--- src/rtl/udt_pkg.sv ---
// udt_pkg: constants and types for the up/down reload timer with clock out.
// assumes a 32-bit apb slave with byte addresses, one register per word.
package udt_pkg;

  // register indices; byte address is four times the index
  localparam logic [7:0]  IDX_CTRL    = 8'hC8;
  localparam logic [7:0]  IDX_MODE    = 8'hC9;
  localparam logic [7:0]  IDX_RLD_LO  = 8'hCA;
  localparam logic [7:0]  IDX_RLD_HI  = 8'hCB;
  localparam logic [7:0]  IDX_CNT_LO  = 8'hCC;
  localparam logic [7:0]  IDX_CNT_HI  = 8'hCD;
  localparam int          ADDR_W      = 12;

  // timer_control_reg bit positions
  localparam int BIT_OVF      = 7;  // overflow_flag
  localparam int BIT_EXT      = 6;  // external_flag
  localparam int BIT_RX_BAUD  = 5;  // rx_baud_select
  localparam int BIT_TX_BAUD  = 4;  // tx_baud_select
  localparam int BIT_EXT_EN   = 3;  // direction pin edge trigger enable
  localparam int BIT_RUN      = 2;  // run_control
  localparam int BIT_SRC      = 1;  // count_source_select
  localparam int BIT_CAP      = 0;  // capture_reload_select

  // timer_mode_reg bit positions
  localparam int BIT_CLK_OE   = 1;  // clock_out_enable
  localparam int BIT_DOWN_EN  = 0;  // down_count_enable

  // values after reset, and the top of the count
  localparam logic [7:0]  CTRL_RST    = 8'h00;
  localparam logic [1:0]  MODE_RST    = 2'h0;
  localparam logic [15:0] COUNT_RST   = 16'h0000;
  localparam logic [15:0] RELOAD_RST  = 16'h0000;
  localparam logic [15:0] COUNT_MAX   = 16'hFFFF;

  // oscillator divide ratios for the internal tick
  localparam logic [3:0]  DIV_TIMER   = 4'hC;  // twelve
  localparam logic [3:0]  DIV_CLKOUT  = 4'h2;  // two

  // operating modes, gray coded
  typedef enum logic [1:0] {
    UDT_MODE_RELOAD  = 2'b00,
    UDT_MODE_UPDOWN  = 2'b01,
    UDT_MODE_CAPTURE = 2'b11,
    UDT_MODE_BAUD    = 2'b10
  } udt_mode_e;

  // drive of the shared count/clock-out pin
  typedef struct packed {
    logic out;
    logic oe;
  } udt_pin_s;

  // whole state of the timer block
  typedef struct packed {
    logic [7:0]  ctrl;
    logic [1:0]  mode;
    logic [15:0] cnt;
    logic [15:0] rld;
    logic [3:0]  presc;
    logic        pin_q;
    logic        dir_q;
    logic        clk_out;
    logic [31:0] rdata;
    logic        rd_err;
  } udt_state_s;

endpackage

--- src/rtl/udt_timer.sv ---
// udt_timer: 16-bit up/down auto-reload timer/counter with clock output.
// assumes pclk is the oscillator, pins are synchronous to pclk, apb master.
//
// Added by the designer: the APB register port and the address map.
`timescale 1ns/1ns

// Contract
// count is two cascaded 8-bit halves
// source is clock/12 or count pin events
// count advances only while run_control set
// three modes chosen by baud and capture bits
// down_count_enable clear gives plain up reload
// up direction overflow sets flag, requests interrupt
// up overflow loads reload value into count
// down direction underflows when count equals reload
// underflow sets flag and loads FFFFh
// updown wrap toggles external_flag, no interrupt
// clock-out mode makes 50% duty square wave
// clock-out mode counts at clock/2 repeatedly
// clock-out overflows reload, raise no interrupt
// output rate is clock/(4*(65536-reload))
// clock output shares the count input pin
// software sets enable, clears source, then runs
// baud generation and clock out may coexist
// overflow_flag set only when both baud bits clear
// rx_baud_select picks this timer for receive clock
// clock-out pin toggles on every overflow
module udt_timer (
  input  wire logic                         pclk,
  input  wire logic                         presetn,
  input  wire logic                         psel,
  input  wire logic                         penable,
  input  wire logic                         pwrite,
  input  wire logic [udt_pkg::ADDR_W-1:0]   paddr,
  input  wire logic [31:0]                  pwdata,
  output logic                              pready,
  output logic [31:0]                       prdata,
  output logic                              pslverr,
  input  wire logic                         count_input_pin,
  output udt_pkg::udt_pin_s                 count_pin_drv,
  input  wire logic                         direction_input,
  input  wire logic                         other_timer_ovf,
  output logic                              timer_irq,
  output logic                              rx_baud_tick,
  output logic                              tx_baud_tick
);

  udt_pkg::udt_state_s s_r;
  udt_pkg::udt_state_s s_nxt;

  // mode from the control and mode bits; baud bits take precedence
  // capture_reload_select is ignored while either baud bit is set
  function automatic udt_pkg::udt_mode_e mode_of(
    input logic [7:0] ctrl,
    input logic [1:0] mode
  );
    if (ctrl[udt_pkg::BIT_RX_BAUD] || ctrl[udt_pkg::BIT_TX_BAUD]) begin
      return udt_pkg::UDT_MODE_BAUD;
    end else if (ctrl[udt_pkg::BIT_CAP]) begin
      return udt_pkg::UDT_MODE_CAPTURE;
    end else if (mode[udt_pkg::BIT_DOWN_EN]) begin
      return udt_pkg::UDT_MODE_UPDOWN;
    end else begin
      return udt_pkg::UDT_MODE_RELOAD;
    end
  endfunction

  // word address match against a register index
  // the index sits two bits up: one register per 32-bit word
  function automatic logic hit(
    input logic [udt_pkg::ADDR_W-1:0] addr,
    input logic [7:0]                 idx
  );
    return addr == {2'h0, idx, 2'h0};
  endfunction

  // mode decode and internal prescaler
  udt_pkg::udt_mode_e mode;
  logic               clkout_mode;
  logic [3:0]         div;
  logic               tick_int;
  // pin edges, found against the level held from the last edge
  logic               pin_fall;
  logic               dir_fall;
  // count events of this cycle
  logic               tick;
  logic               up;
  logic               ovf_up;
  logic               unf;
  logic               wrap;
  logic               ext_ev;
  // register bus decode
  logic               wr;
  logic               setup;
  logic               mapped;

  // event decode from current state and pins
  always_comb begin
    mode        = mode_of(s_r.ctrl, s_r.mode);
    // clock out needs the internal source selected
    clkout_mode = s_r.mode[udt_pkg::BIT_CLK_OE]
                  && !s_r.ctrl[udt_pkg::BIT_SRC];
    div         = clkout_mode ? udt_pkg::DIV_CLKOUT
                              : udt_pkg::DIV_TIMER;
    tick_int    = s_r.presc == div - 4'h1;
    // held levels reset low: no false fall straight after reset
    // limitation: the count pin must stay high and low a clock each
    pin_fall    = s_r.pin_q && !count_input_pin;
    dir_fall    = s_r.dir_q && !direction_input;
    tick        = s_r.ctrl[udt_pkg::BIT_RUN]
                  && (s_r.ctrl[udt_pkg::BIT_SRC] ? pin_fall
                                                 : tick_int);
    // only up/down mode may count down
    up          = !(mode == udt_pkg::UDT_MODE_UPDOWN
                    && !direction_input);
    ovf_up      = tick && up && s_r.cnt == udt_pkg::COUNT_MAX;
    // underflow compares against the reload value, not zero
    unf         = tick && !up && s_r.cnt == s_r.rld;
    wrap        = ovf_up || unf;
    ext_ev      = s_r.ctrl[udt_pkg::BIT_EXT_EN] && dir_fall
                  && mode != udt_pkg::UDT_MODE_UPDOWN;
    // read data is captured in setup so the access never waits
    setup       = psel && !penable;
    wr          = psel && penable && pwrite;
    // unmapped words answer with pslverr and read as zero
    mapped      = hit(paddr, udt_pkg::IDX_CTRL)
                  || hit(paddr, udt_pkg::IDX_MODE)
                  || hit(paddr, udt_pkg::IDX_RLD_LO)
                  || hit(paddr, udt_pkg::IDX_RLD_HI)
                  || hit(paddr, udt_pkg::IDX_CNT_LO)
                  || hit(paddr, udt_pkg::IDX_CNT_HI);
  end

  // next state: counting first, software writes and flag sets after
  always_comb begin
    s_nxt       = s_r;
    s_nxt.pin_q = count_input_pin;
    s_nxt.dir_q = direction_input;

    // prescaler restarts while stopped so the first tick is a full period
    if (!s_r.ctrl[udt_pkg::BIT_RUN] || tick_int) begin
      s_nxt.presc = 4'h0;
    end else begin
      s_nxt.presc = s_r.presc + 4'h1;
    end

    // 16-bit count, low byte carries into high byte
    if (tick) begin
      case (mode)
        // wraps both ways; the reload value is the floor going down
        udt_pkg::UDT_MODE_UPDOWN: begin
          if (ovf_up) begin
            s_nxt.cnt = s_r.rld;
          end else if (unf) begin
            s_nxt.cnt = udt_pkg::COUNT_MAX;
          end else if (up) begin
            s_nxt.cnt = s_r.cnt + 16'h0001;
          end else begin
            s_nxt.cnt = s_r.cnt - 16'h0001;
          end
        end
        // capture counts freely; the direction pin copies the count
        udt_pkg::UDT_MODE_CAPTURE: begin
          s_nxt.cnt = s_r.cnt + 16'h0001;
        end
        // reload and baud share one reload value with clock out
        udt_pkg::UDT_MODE_RELOAD, udt_pkg::UDT_MODE_BAUD: begin
          if (ovf_up) begin
            s_nxt.cnt = s_r.rld;
          end else begin
            s_nxt.cnt = s_r.cnt + 16'h0001;
          end
        end
        default: begin
          s_nxt.cnt = s_r.cnt;
        end
      endcase
    end

    // falling direction pin: reload or capture when enabled
    if (ext_ev && mode == udt_pkg::UDT_MODE_RELOAD) begin
      s_nxt.cnt = s_r.rld;
    end
    if (ext_ev && mode == udt_pkg::UDT_MODE_CAPTURE) begin
      s_nxt.rld = s_r.cnt;
    end

    // clearing the enable parks the level low, so a re-enable
    // always starts from the same phase
    // pin toggles per overflow: period spans two overflow intervals
    if (clkout_mode && ovf_up) begin
      s_nxt.clk_out = !s_r.clk_out;
    end else if (!s_r.mode[udt_pkg::BIT_CLK_OE]) begin
      s_nxt.clk_out = 1'b0;
    end

    // software writes take effect at the access edge
    // registers are at most eight bits wide (mode is two); upper write data is ignored
    // halves are not latched together: stop the timer before
    // changing a 16-bit value that must switch in one step
    if (wr) begin
      if (hit(paddr, udt_pkg::IDX_CTRL)) begin
        s_nxt.ctrl = pwdata[7:0];
      end
      if (hit(paddr, udt_pkg::IDX_MODE)) begin
        s_nxt.mode = pwdata[1:0];
      end
      if (hit(paddr, udt_pkg::IDX_RLD_LO)) begin
        s_nxt.rld[7:0] = pwdata[7:0];
      end
      if (hit(paddr, udt_pkg::IDX_RLD_HI)) begin
        s_nxt.rld[15:8] = pwdata[7:0];
      end
      // a count write overrides the hardware step in the same cycle
      if (hit(paddr, udt_pkg::IDX_CNT_LO)) begin
        s_nxt.cnt[7:0] = pwdata[7:0];
      end
      if (hit(paddr, udt_pkg::IDX_CNT_HI)) begin
        s_nxt.cnt[15:8] = pwdata[7:0];
      end
    end

    // hardware sets win over a software clear in the same cycle
    // baud and clock-out overflows are rate events, not interrupts
    if (wrap && !s_r.ctrl[udt_pkg::BIT_RX_BAUD]
        && !s_r.ctrl[udt_pkg::BIT_TX_BAUD] && !clkout_mode) begin
      s_nxt.ctrl[udt_pkg::BIT_OVF] = 1'b1;
    end
    // external_flag doubles as a seventeenth count bit here
    if (wrap && mode == udt_pkg::UDT_MODE_UPDOWN) begin
      s_nxt.ctrl[udt_pkg::BIT_EXT] = !s_r.ctrl[udt_pkg::BIT_EXT];
    end else if (ext_ev) begin
      s_nxt.ctrl[udt_pkg::BIT_EXT] = 1'b1;
    end

    // read data latched in the setup cycle, presented in access
    // only bits that exist are returned; the rest read as zero
    if (setup) begin
      s_nxt.rd_err = !mapped;
      s_nxt.rdata  = 32'h0000_0000;
      if (hit(paddr, udt_pkg::IDX_CTRL)) begin
        s_nxt.rdata[7:0] = s_r.ctrl;
      end
      if (hit(paddr, udt_pkg::IDX_MODE)) begin
        s_nxt.rdata[1:0] = s_r.mode;
      end
      if (hit(paddr, udt_pkg::IDX_RLD_LO)) begin
        s_nxt.rdata[7:0] = s_r.rld[7:0];
      end
      if (hit(paddr, udt_pkg::IDX_RLD_HI)) begin
        s_nxt.rdata[7:0] = s_r.rld[15:8];
      end
      if (hit(paddr, udt_pkg::IDX_CNT_LO)) begin
        s_nxt.rdata[7:0] = s_r.cnt[7:0];
      end
      if (hit(paddr, udt_pkg::IDX_CNT_HI)) begin
        s_nxt.rdata[7:0] = s_r.cnt[15:8];
      end
    end
  end

  // single state register
  // the reset branch loads constants only
  always_ff @(posedge pclk or negedge presetn) begin
    if (!presetn) begin
      s_r.ctrl    <= udt_pkg::CTRL_RST;
      s_r.mode    <= udt_pkg::MODE_RST;
      s_r.cnt     <= udt_pkg::COUNT_RST;
      s_r.rld     <= udt_pkg::RELOAD_RST;
      s_r.presc   <= 4'h0;
      s_r.pin_q   <= 1'b0;
      s_r.dir_q   <= 1'b0;
      s_r.clk_out <= 1'b0;
      s_r.rdata   <= 32'h0000_0000;
      s_r.rd_err  <= 1'b0;
    end else begin
      s_r <= s_nxt;
    end
  end

  // apb answer: one access cycle, no wait states
  // trade-off: a read shows the register as it stood in setup
  assign pready  = psel && penable;
  assign prdata  = s_r.rdata;
  assign pslverr = psel && penable && s_r.rd_err;

  // pin is driven only while clock output is enabled
  // when disabled the pin is left to the outside event source
  assign count_pin_drv.out = s_r.clk_out;
  assign count_pin_drv.oe  = s_r.mode[udt_pkg::BIT_CLK_OE];

  // external_flag requests no interrupt in up/down mode
  assign timer_irq = s_r.ctrl[udt_pkg::BIT_OVF]
                     || (s_r.ctrl[udt_pkg::BIT_EXT]
                         && !s_r.mode[udt_pkg::BIT_DOWN_EN]);

  // serial clock selection; combinational pulse of the overflow
  // a consumer must sample these ticks on pclk
  assign rx_baud_tick = s_r.ctrl[udt_pkg::BIT_RX_BAUD] ? ovf_up
                                                       : other_timer_ovf;
  assign tx_baud_tick = s_r.ctrl[udt_pkg::BIT_TX_BAUD] ? ovf_up
                                                       : other_timer_ovf;

endmodule

--- config.mk ---
export PLATFORM = sky130hd
export DESIGN_NAME = udt_timer
export DESIGN_NICKNAME = d
export VERILOG_FILES = /design/src/rtl/udt_pkg.sv /design/src/rtl/udt_timer.sv
export SDC_FILE = /design/constraint.sdc
export NUM_CORES = 1
export LEC_CHECK = 0
export BUFFER_PORTS_ARGS = -buffer_cell sky130_fd_sc_hd__buf_2
export CORE_UTILIZATION = 45
export CTS_BUF_LIST = sky130_fd_sc_hd__clkbuf_4 sky130_fd_sc_hd__clkbuf_8
export DETAILED_ROUTE_END_ITERATION = 10
export PLACE_DENSITY = 0.66
export SKIP_CTS_REPAIR_TIMING = 1
export SLEW_MARGIN = 20
export SYNTH_ARGS = -nofsm -noshare
export SYNTH_HDL_FRONTEND = slang
export SYNTH_SLANG_ARGS = --single-unit
--- constraint.sdc ---
create_clock -name pclk -period 3.3 [get_ports pclk]
set_input_delay 0.165 -clock pclk [delete_from_list [all_inputs] [get_ports pclk]]
set_output_delay 0.165 -clock pclk [all_outputs]
set_load 0.01 [all_outputs]
==> flow_summary_export.csv, run 1 <==
group,metric,value,unit
cells_and_area,layout_commonest_cell,"nor2_1",
cells_and_area,fillers,1074,
cts,cts_made_buffers,9,
sta,finalClockSkew,12.31,ps
detailed_routing,detail-route-antenna-nets,0,
die,fp.dieW,109.1,µm
power_and_ir_drop,p_per_area,285.4,nW/µm²
critical_path,critPathTopFamily,"simple AND/OR/NAND/NOR gates",
cells_and_area,n_antenna_cell,0,
sta,slew_headroom,52.75,%
global_routing,antenna_found_initial,0,
detailed_routing,drc,0,
power_and_ir_drop,ir_worst_vdd,0.0002392,V
cts,insertion_delay,350,ps
cts,htreeDepth,3,
synthesis,synth_edf_count,0,
global_routing,grt_pass1_wl,26610,µm
min_path,holdCritPathClass,"primary input to register",
critical_path,worstSetupPathType,"register to register",
cts,cts_sinks,58,
critical_path,cp_cell_sequence,"or4b_1 > nor2_8 > nor3_2 > a21oi_4 > nor2_4 > o311a_1 > o32a_1",
place,dp_hpwl,12110,µm
sta,finalMaxSlewViolations,0,
sta,min_period,2929,ps
critical_path,crit_slowest_cell,"or4b_1",
critical_path,rr_endpoint,"s_r[59]",
global_routing,grt_overflow,0,
flow_run,maxCapViolations,0,
detailed_routing,wirelength,16890,µm
status,outcome,"completed",
detailed_routing,vias_per_cell,6.396,
sta,final.setup.tns,0,ps
sta,grt_setup_unrepaired,"false",
global_routing,grt_usage,30.02,%
die,start_util,46.98,%
place,place.port_buffers,42,
cells_and_area,drive_gt1_share,17.17,%
sta,fin_crit_sh,88.75,%
synthesis,synth.ff_latch_count,58,
critical_path,timing.rr.start,"s_r[79]",
sta,max_freq,0.3414,GHz
synthesis,ys_types,79,
critical_path,critPathLaunchType,"register",
synthesis,ys_seq_area_share,28.13,%
sta,hold_violations,0,
cts,clk_pin_slew,70,ps
synthesis,syn_area,5160,µm²
synthesis,avgSynthCellArea,8.025,µm²
critical_path,cp_slowest_stage_delay,780,ps
synthesis,ys_warn_count,0,
die,rows,38,
min_path,hp-start,"direction_input",
synthesis,synth_flop_cell,"dfrtp_1",
cts,clock-root-buffer,"clkbuf_8",
global_routing,grt_start_max_net_pins,45,
power_and_ir_drop,leakagePower,2.294,nW
critical_path,worstPathMaxFanout,12,
critical_path,arrival,3150,ps
synthesis,yosys-top-cells-area,"dfrtp_1 (28%), mux2i_1 (5.4%), nor2_1 (5.2%)",
min_path,min_path_cells,1,
detailed_routing,dr_total_vias,5142,
cells_and_area,area_delta_synth_final,7.832,%
die,io_pins,91,
critical_path,path_depth,7,
place,place.gp.congestion,0.9452,
die,die_area,11900,µm²
detailed_routing,wl_per_cell,21.01,µm
critical_path,cp.buffers_inverters,0,
critical_path,worst_ep_required_time,3520,ps
sta,setup_viol,0,
synthesis,synth.top_cell.area_share,28.13,%
detailed_routing,firstDrtPassIters,5,
synthesis,synth_top_cell_by_area,"dfrtp_1",
synthesis,async_reset_ff_share,100.0,%
critical_path,cp-end-kind,"register",
cells_and_area,fin_nets,715,
cts,tritoncts,"built",
detailed_routing,drtIter0Drc,628,
cts,cts_buffer_depth,2,
cells_and_area,layout_common_cells,"nor2_1 (71), dfrtp_1 (58), nand2_1 (56), a21oi_1 (44), o21ai_0 (44)",
die,die_y,109.1,µm
min_path,min_to,"s_r[34]",
sta,worst_pin_slew,706.2,ps
synthesis,syn_inst,643,
global_routing,grt_pass1_vias,4745,
critical_path,ff2ff_path_depth,7,
die,coreArea,10980,µm²
critical_path,reg2reg_slack,370,ps
power_and_ir_drop,power,0.001588,W
[worst register-to-register path, stage by stage (launching register included)]
cell and delay, ps:
dfrtp_1 510, or4b_1 780, nor2_8 340, nor3_2 120
a21oi_4 260, nor2_4 100, o311a_1 350, o32a_1 340
[flip-flops by register name, summed over array words and instances, names as in the netlist]
signal         cells
count_pin_drv      2
prdata             8
s_r               48
[power breakdown]
| group | total, W | switching, W | internal (W) |
|---|---|---|---|
| logic | 0.000130 | 0.0000880 | 0.0000420 |
| clock network | 0.000740 | 0.000295 | 0.000446 |
| registers | 0.000718 | 0.00000359 | 0.000714 |
[metal layers]
| metal | up-vias | track usage [%] | routed length (µm) |
|---|---|---|---|
| met5 | - | 0 | 0 |
| met4 | 0 | 14.00 | 648 |
| met3 | 60 | 4.244 | 1585 |
| met2 | 324 | 47.12 | 7798 |
| met1 | 2447 | 40.58 | 6857 |
| li1 | 2311 | - | - |
[cells in the mapped netlist (all sizes together), types with 10 or more instances]
| cell | count |
|---|---|
| mux2i | 28 |
| inv | 14 |
| nand2 | 57 |
| nand3 | 16 |
| nor3 | 18 |
| o21ai | 44 |
| mux2 | 13 |
| nand4 | 10 |
| buf | 56 |
| nor2 | 73 |
| clkbuf | 30 |
| dfrtp | 58 |
| or3 | 13 |
| a21oi | 45 |
| xnor2 | 26 |
[layout make-up]
| class | count | area [µm²] | share of cell area (%) |
|---|---|---|---|
| inverter | 14 | 52.55 | 0.9445 |
| sequential | 58 | 1451 | 26.08 |
| clock buffer | 12 | 146.4 | 2.631 |
| tap | 140 | 175.2 | 3.148 |
| multi-input combinational | 508 | 3253 | 58.47 |
| clock inverter | 3 | 65.06 | 1.169 |
| timing repair buffer | 69 | 420.4 | 7.556 |
[per-stage QoR]
step                      setup WS, ps  hold WS [ps]  instances  instance area (µm²)  utilization [%]
after floorplan                  948.5        -130.6        666                 5246                -
after global placement           491.9         284.4        787                 5330            48.53
after detailed placement         450.9         287.3        787                 5330            48.53
after CTS                        424.7        -76.77        802                 5542            50.46
after global routing             304.4         90.39        804                 5564            50.66
final                            371.2         94.67        804                 5564            50.66
[kinds of logic (layout without fill, tap and decap cells)]
kind of cell	count (synthesis)	in the layout	synth area share (%)
buf+inv	100	98	10.62
compound gates	166	166	21.07
fa+ha+maj	3	3	0.7275
simple gates	239	239	24.64
xor+xnor	33	33	5.601
flops	58	58	28.13
other cells	1	24	0.07268
mux	43	43	9.142
[worst max path at each step]
| stage | slack [ps] | endpoint | start |
|---|---|---|---|
| 5_1_grt | 300 | s_r[59] | s_r[79] |
| 6_report | 370 | s_r[59] | s_r[79] |
| 4_1_cts | 420 | s_r[59] | s_r[79] |
| 3_5_place_dp | 450 | s_r[59] | s_r[79] |
| 2_1_floorplan | 950 | s_r[64] | s_r[78] |
| 3_3_place_gp | 490 | s_r[59] | s_r[79] |
(Power assumes the default switching activity.)
==> run 2: changes to the inputs <==
- PLACE_DENSITY: 0.66 -> 0.69
- clock period: 3.3 -> 2.6 ns (I/O delays scaled with it)
==> flow_summary_export.csv, run 2 (synthesis results as in run 1) <==
group,metric,value,unit
sta,setup_viol,0,
global_routing,grt_pass1_vias,4929,
die,rows,38,
sta,finalClockSkew,5.775,ps
die,die_y,109.1,µm
critical_path,ff2ff_path_depth,7,
die,start_util,46.98,%
critical_path,cp_cell_sequence,"or4b_1 > nor2_8 > nor3_2 > a21oi_4 > nor2_4 > o311a_1 > o32a_1",
critical_path,cp_slowest_stage_delay,660,ps
sta,worst_slack,73.56,ps
flow_run,maxCapViolations,0,
cts,tritoncts,"built",
global_routing,grt_usage,30.31,%
cts,insertion_delay,360,ps
detailed_routing,wirelength,17030,µm
sta,finalMaxSlewViolations,0,
detailed_routing,drtIter0Drc,446,
cells_and_area,n_antenna_cell,0,
place,place_ws,30.85,ps
critical_path,worst_ep_required_time,2830,ps
status,outcome,"completed",
critical_path,arrival,2760,ps
sta,max_freq,0.3958,GHz
detailed_routing,firstDrtPassIters,5,
die,io_pins,91,
power_and_ir_drop,p_per_area,324.9,nW/µm²
cts,cts_buffer_depth,2,
sta,fin_crit_sh,97.17,%
critical_path,worstPathMaxFanout,8,
sta,worst_pin_slew,759.3,ps
sta,min_period,2526,ps
place,dp_hpwl,12740,µm
sta,hold_violations,0,
die,coreArea,10980,µm²
global_routing,antenna_found_initial,0,
min_path,hp-start,"pwdata[5]",
global_routing,grt_overflow,0,
cells_and_area,final_cells,837,
cts,clk_pin_slew,70,ps
cts,clock-root-buffer,"clkbuf_8",
critical_path,crit_start,"s_r[74]",
detailed_routing,drc,0,
cells_and_area,area_delta_synth_final,12.17,%
detailed_routing,vias_per_cell,6.200,
place,place.port_buffers,42,
critical_path,crit_slowest_cell,"or4b_1",
cells_and_area,fin_nets,748,
min_path,holdCritPathClass,"primary input to register",
die,die_area,11900,µm²
cts,htreeDepth,3,
detailed_routing,wl_per_cell,20.34,µm
global_routing,grt_start_max_net_pins,35,
cells_and_area,layout_commonest_cell,"nor2_1",
critical_path,worstSetupPathType,"register to register",
power_and_ir_drop,ir_worst_vdd,0.0002904,V
sta,slew_headroom,49.38,%
detailed_routing,detail-route-antenna-nets,0,
cells_and_area,layout_common_cells,"nor2_1 (71), dfrtp_1 (58), buf_4 (58), nand2_1 (55)",
critical_path,critPathLaunchType,"register",
min_path,min_path_cells,3,
cts,cts_made_buffers,9,
cts,cts_sinks,58,
sta,grt_setup_unrepaired,"false",
power_and_ir_drop,leakagePower,2.427,nW
critical_path,cp-end-kind,"register",
min_path,min_to,"s_r[53]",
cells_and_area,drive_gt1_share,21.66,%
critical_path,timing.rr.start,"s_r[74]",
die,fp.dieW,109.1,µm
place,place_inst,818,
cells_and_area,largest_reg_flops,48,
critical_path,rr_endpoint,"s_r[59]",
cells_and_area,regMostFlops,"s_r",
critical_path,reg2reg_slack,70,ps
global_routing,grt_pass1_wl,26740,µm
detailed_routing,dr_total_vias,5189,
place,place.gp.congestion,0.9890,
-- run 2: changes by cell type in the layout (fill, tap and decap cells not counted), sizes merged --
cell / before / now
buf: 67 / 100
clkbuf: 12 / 13
bufinv: 2 / 0
clkinvlp: 0 / 1
-- run 2: layer usage --
layer  vias to the layer above  part of all wire, %  track usage (%)
li1                       2371                    -                -
met4                         0                  5.1            17.47
met3                        79                  8.8            6.037
met5                         -                    0                0
met2                       283                   46            47.44
met1                      2456                   40            38.73
-- run 2: through the flow --
step	util (%)	area, µm²	hold slack, ps	TNS (ps)	power, W
after global routing	52.70	5788	102.6	0	0.001926
final	52.70	5788	85.04	0	0.001881
after CTS	52.28	5742	-128.7	-21.46	0.001877
after floorplan	-	5246	-165.6	0	0.001040
after detailed placement	50.65	5563	252.2	0	0.001092
after global placement	50.65	5563	226.3	0	0.001090
-- run 2: worst max path at each step --
stage	end	slack, ps
after floorplan	s_r[64]	250
after global placement	s_r[59]	80
after detailed placement	s_r[59]	30
after CTS	s_r[59]	-20
after global routing	s_r[66]	10
final	s_r[59]	70
-- run 2: area by class of cell --
| class | instances | area, µm² |
|---|---|---|
| Multi-Input combinational cell | 508 | 3264 |
| Clock inverter | 2 | 12.51 |
| Timing Repair Buffer | 102 | 665.6 |
| Tap cell | 140 | 175.2 |
| Sequential cell | 58 | 1451 |
| Clock buffer | 13 | 166.4 |
| Inverter | 14 | 52.55 |
| Fill cell | 1022 | 5195 |
-- run 2: power by group --
group	internal [W]	switching [W]	leakage, nW
clock network	0.000413	0.000389	0.0923
logic	0.0000573	0.000111	1.62
registers	0.000906	0.00000470	0.718
-- run 2: worst max-delay path: cells and delay by family, from the launching register on --
family | cells | cell delay [ps]
AND/OR/NAND/NOR | 4 | 1080
flip-flops | 1 | 430
AO/OA/AOI/OAI | 3 | 900
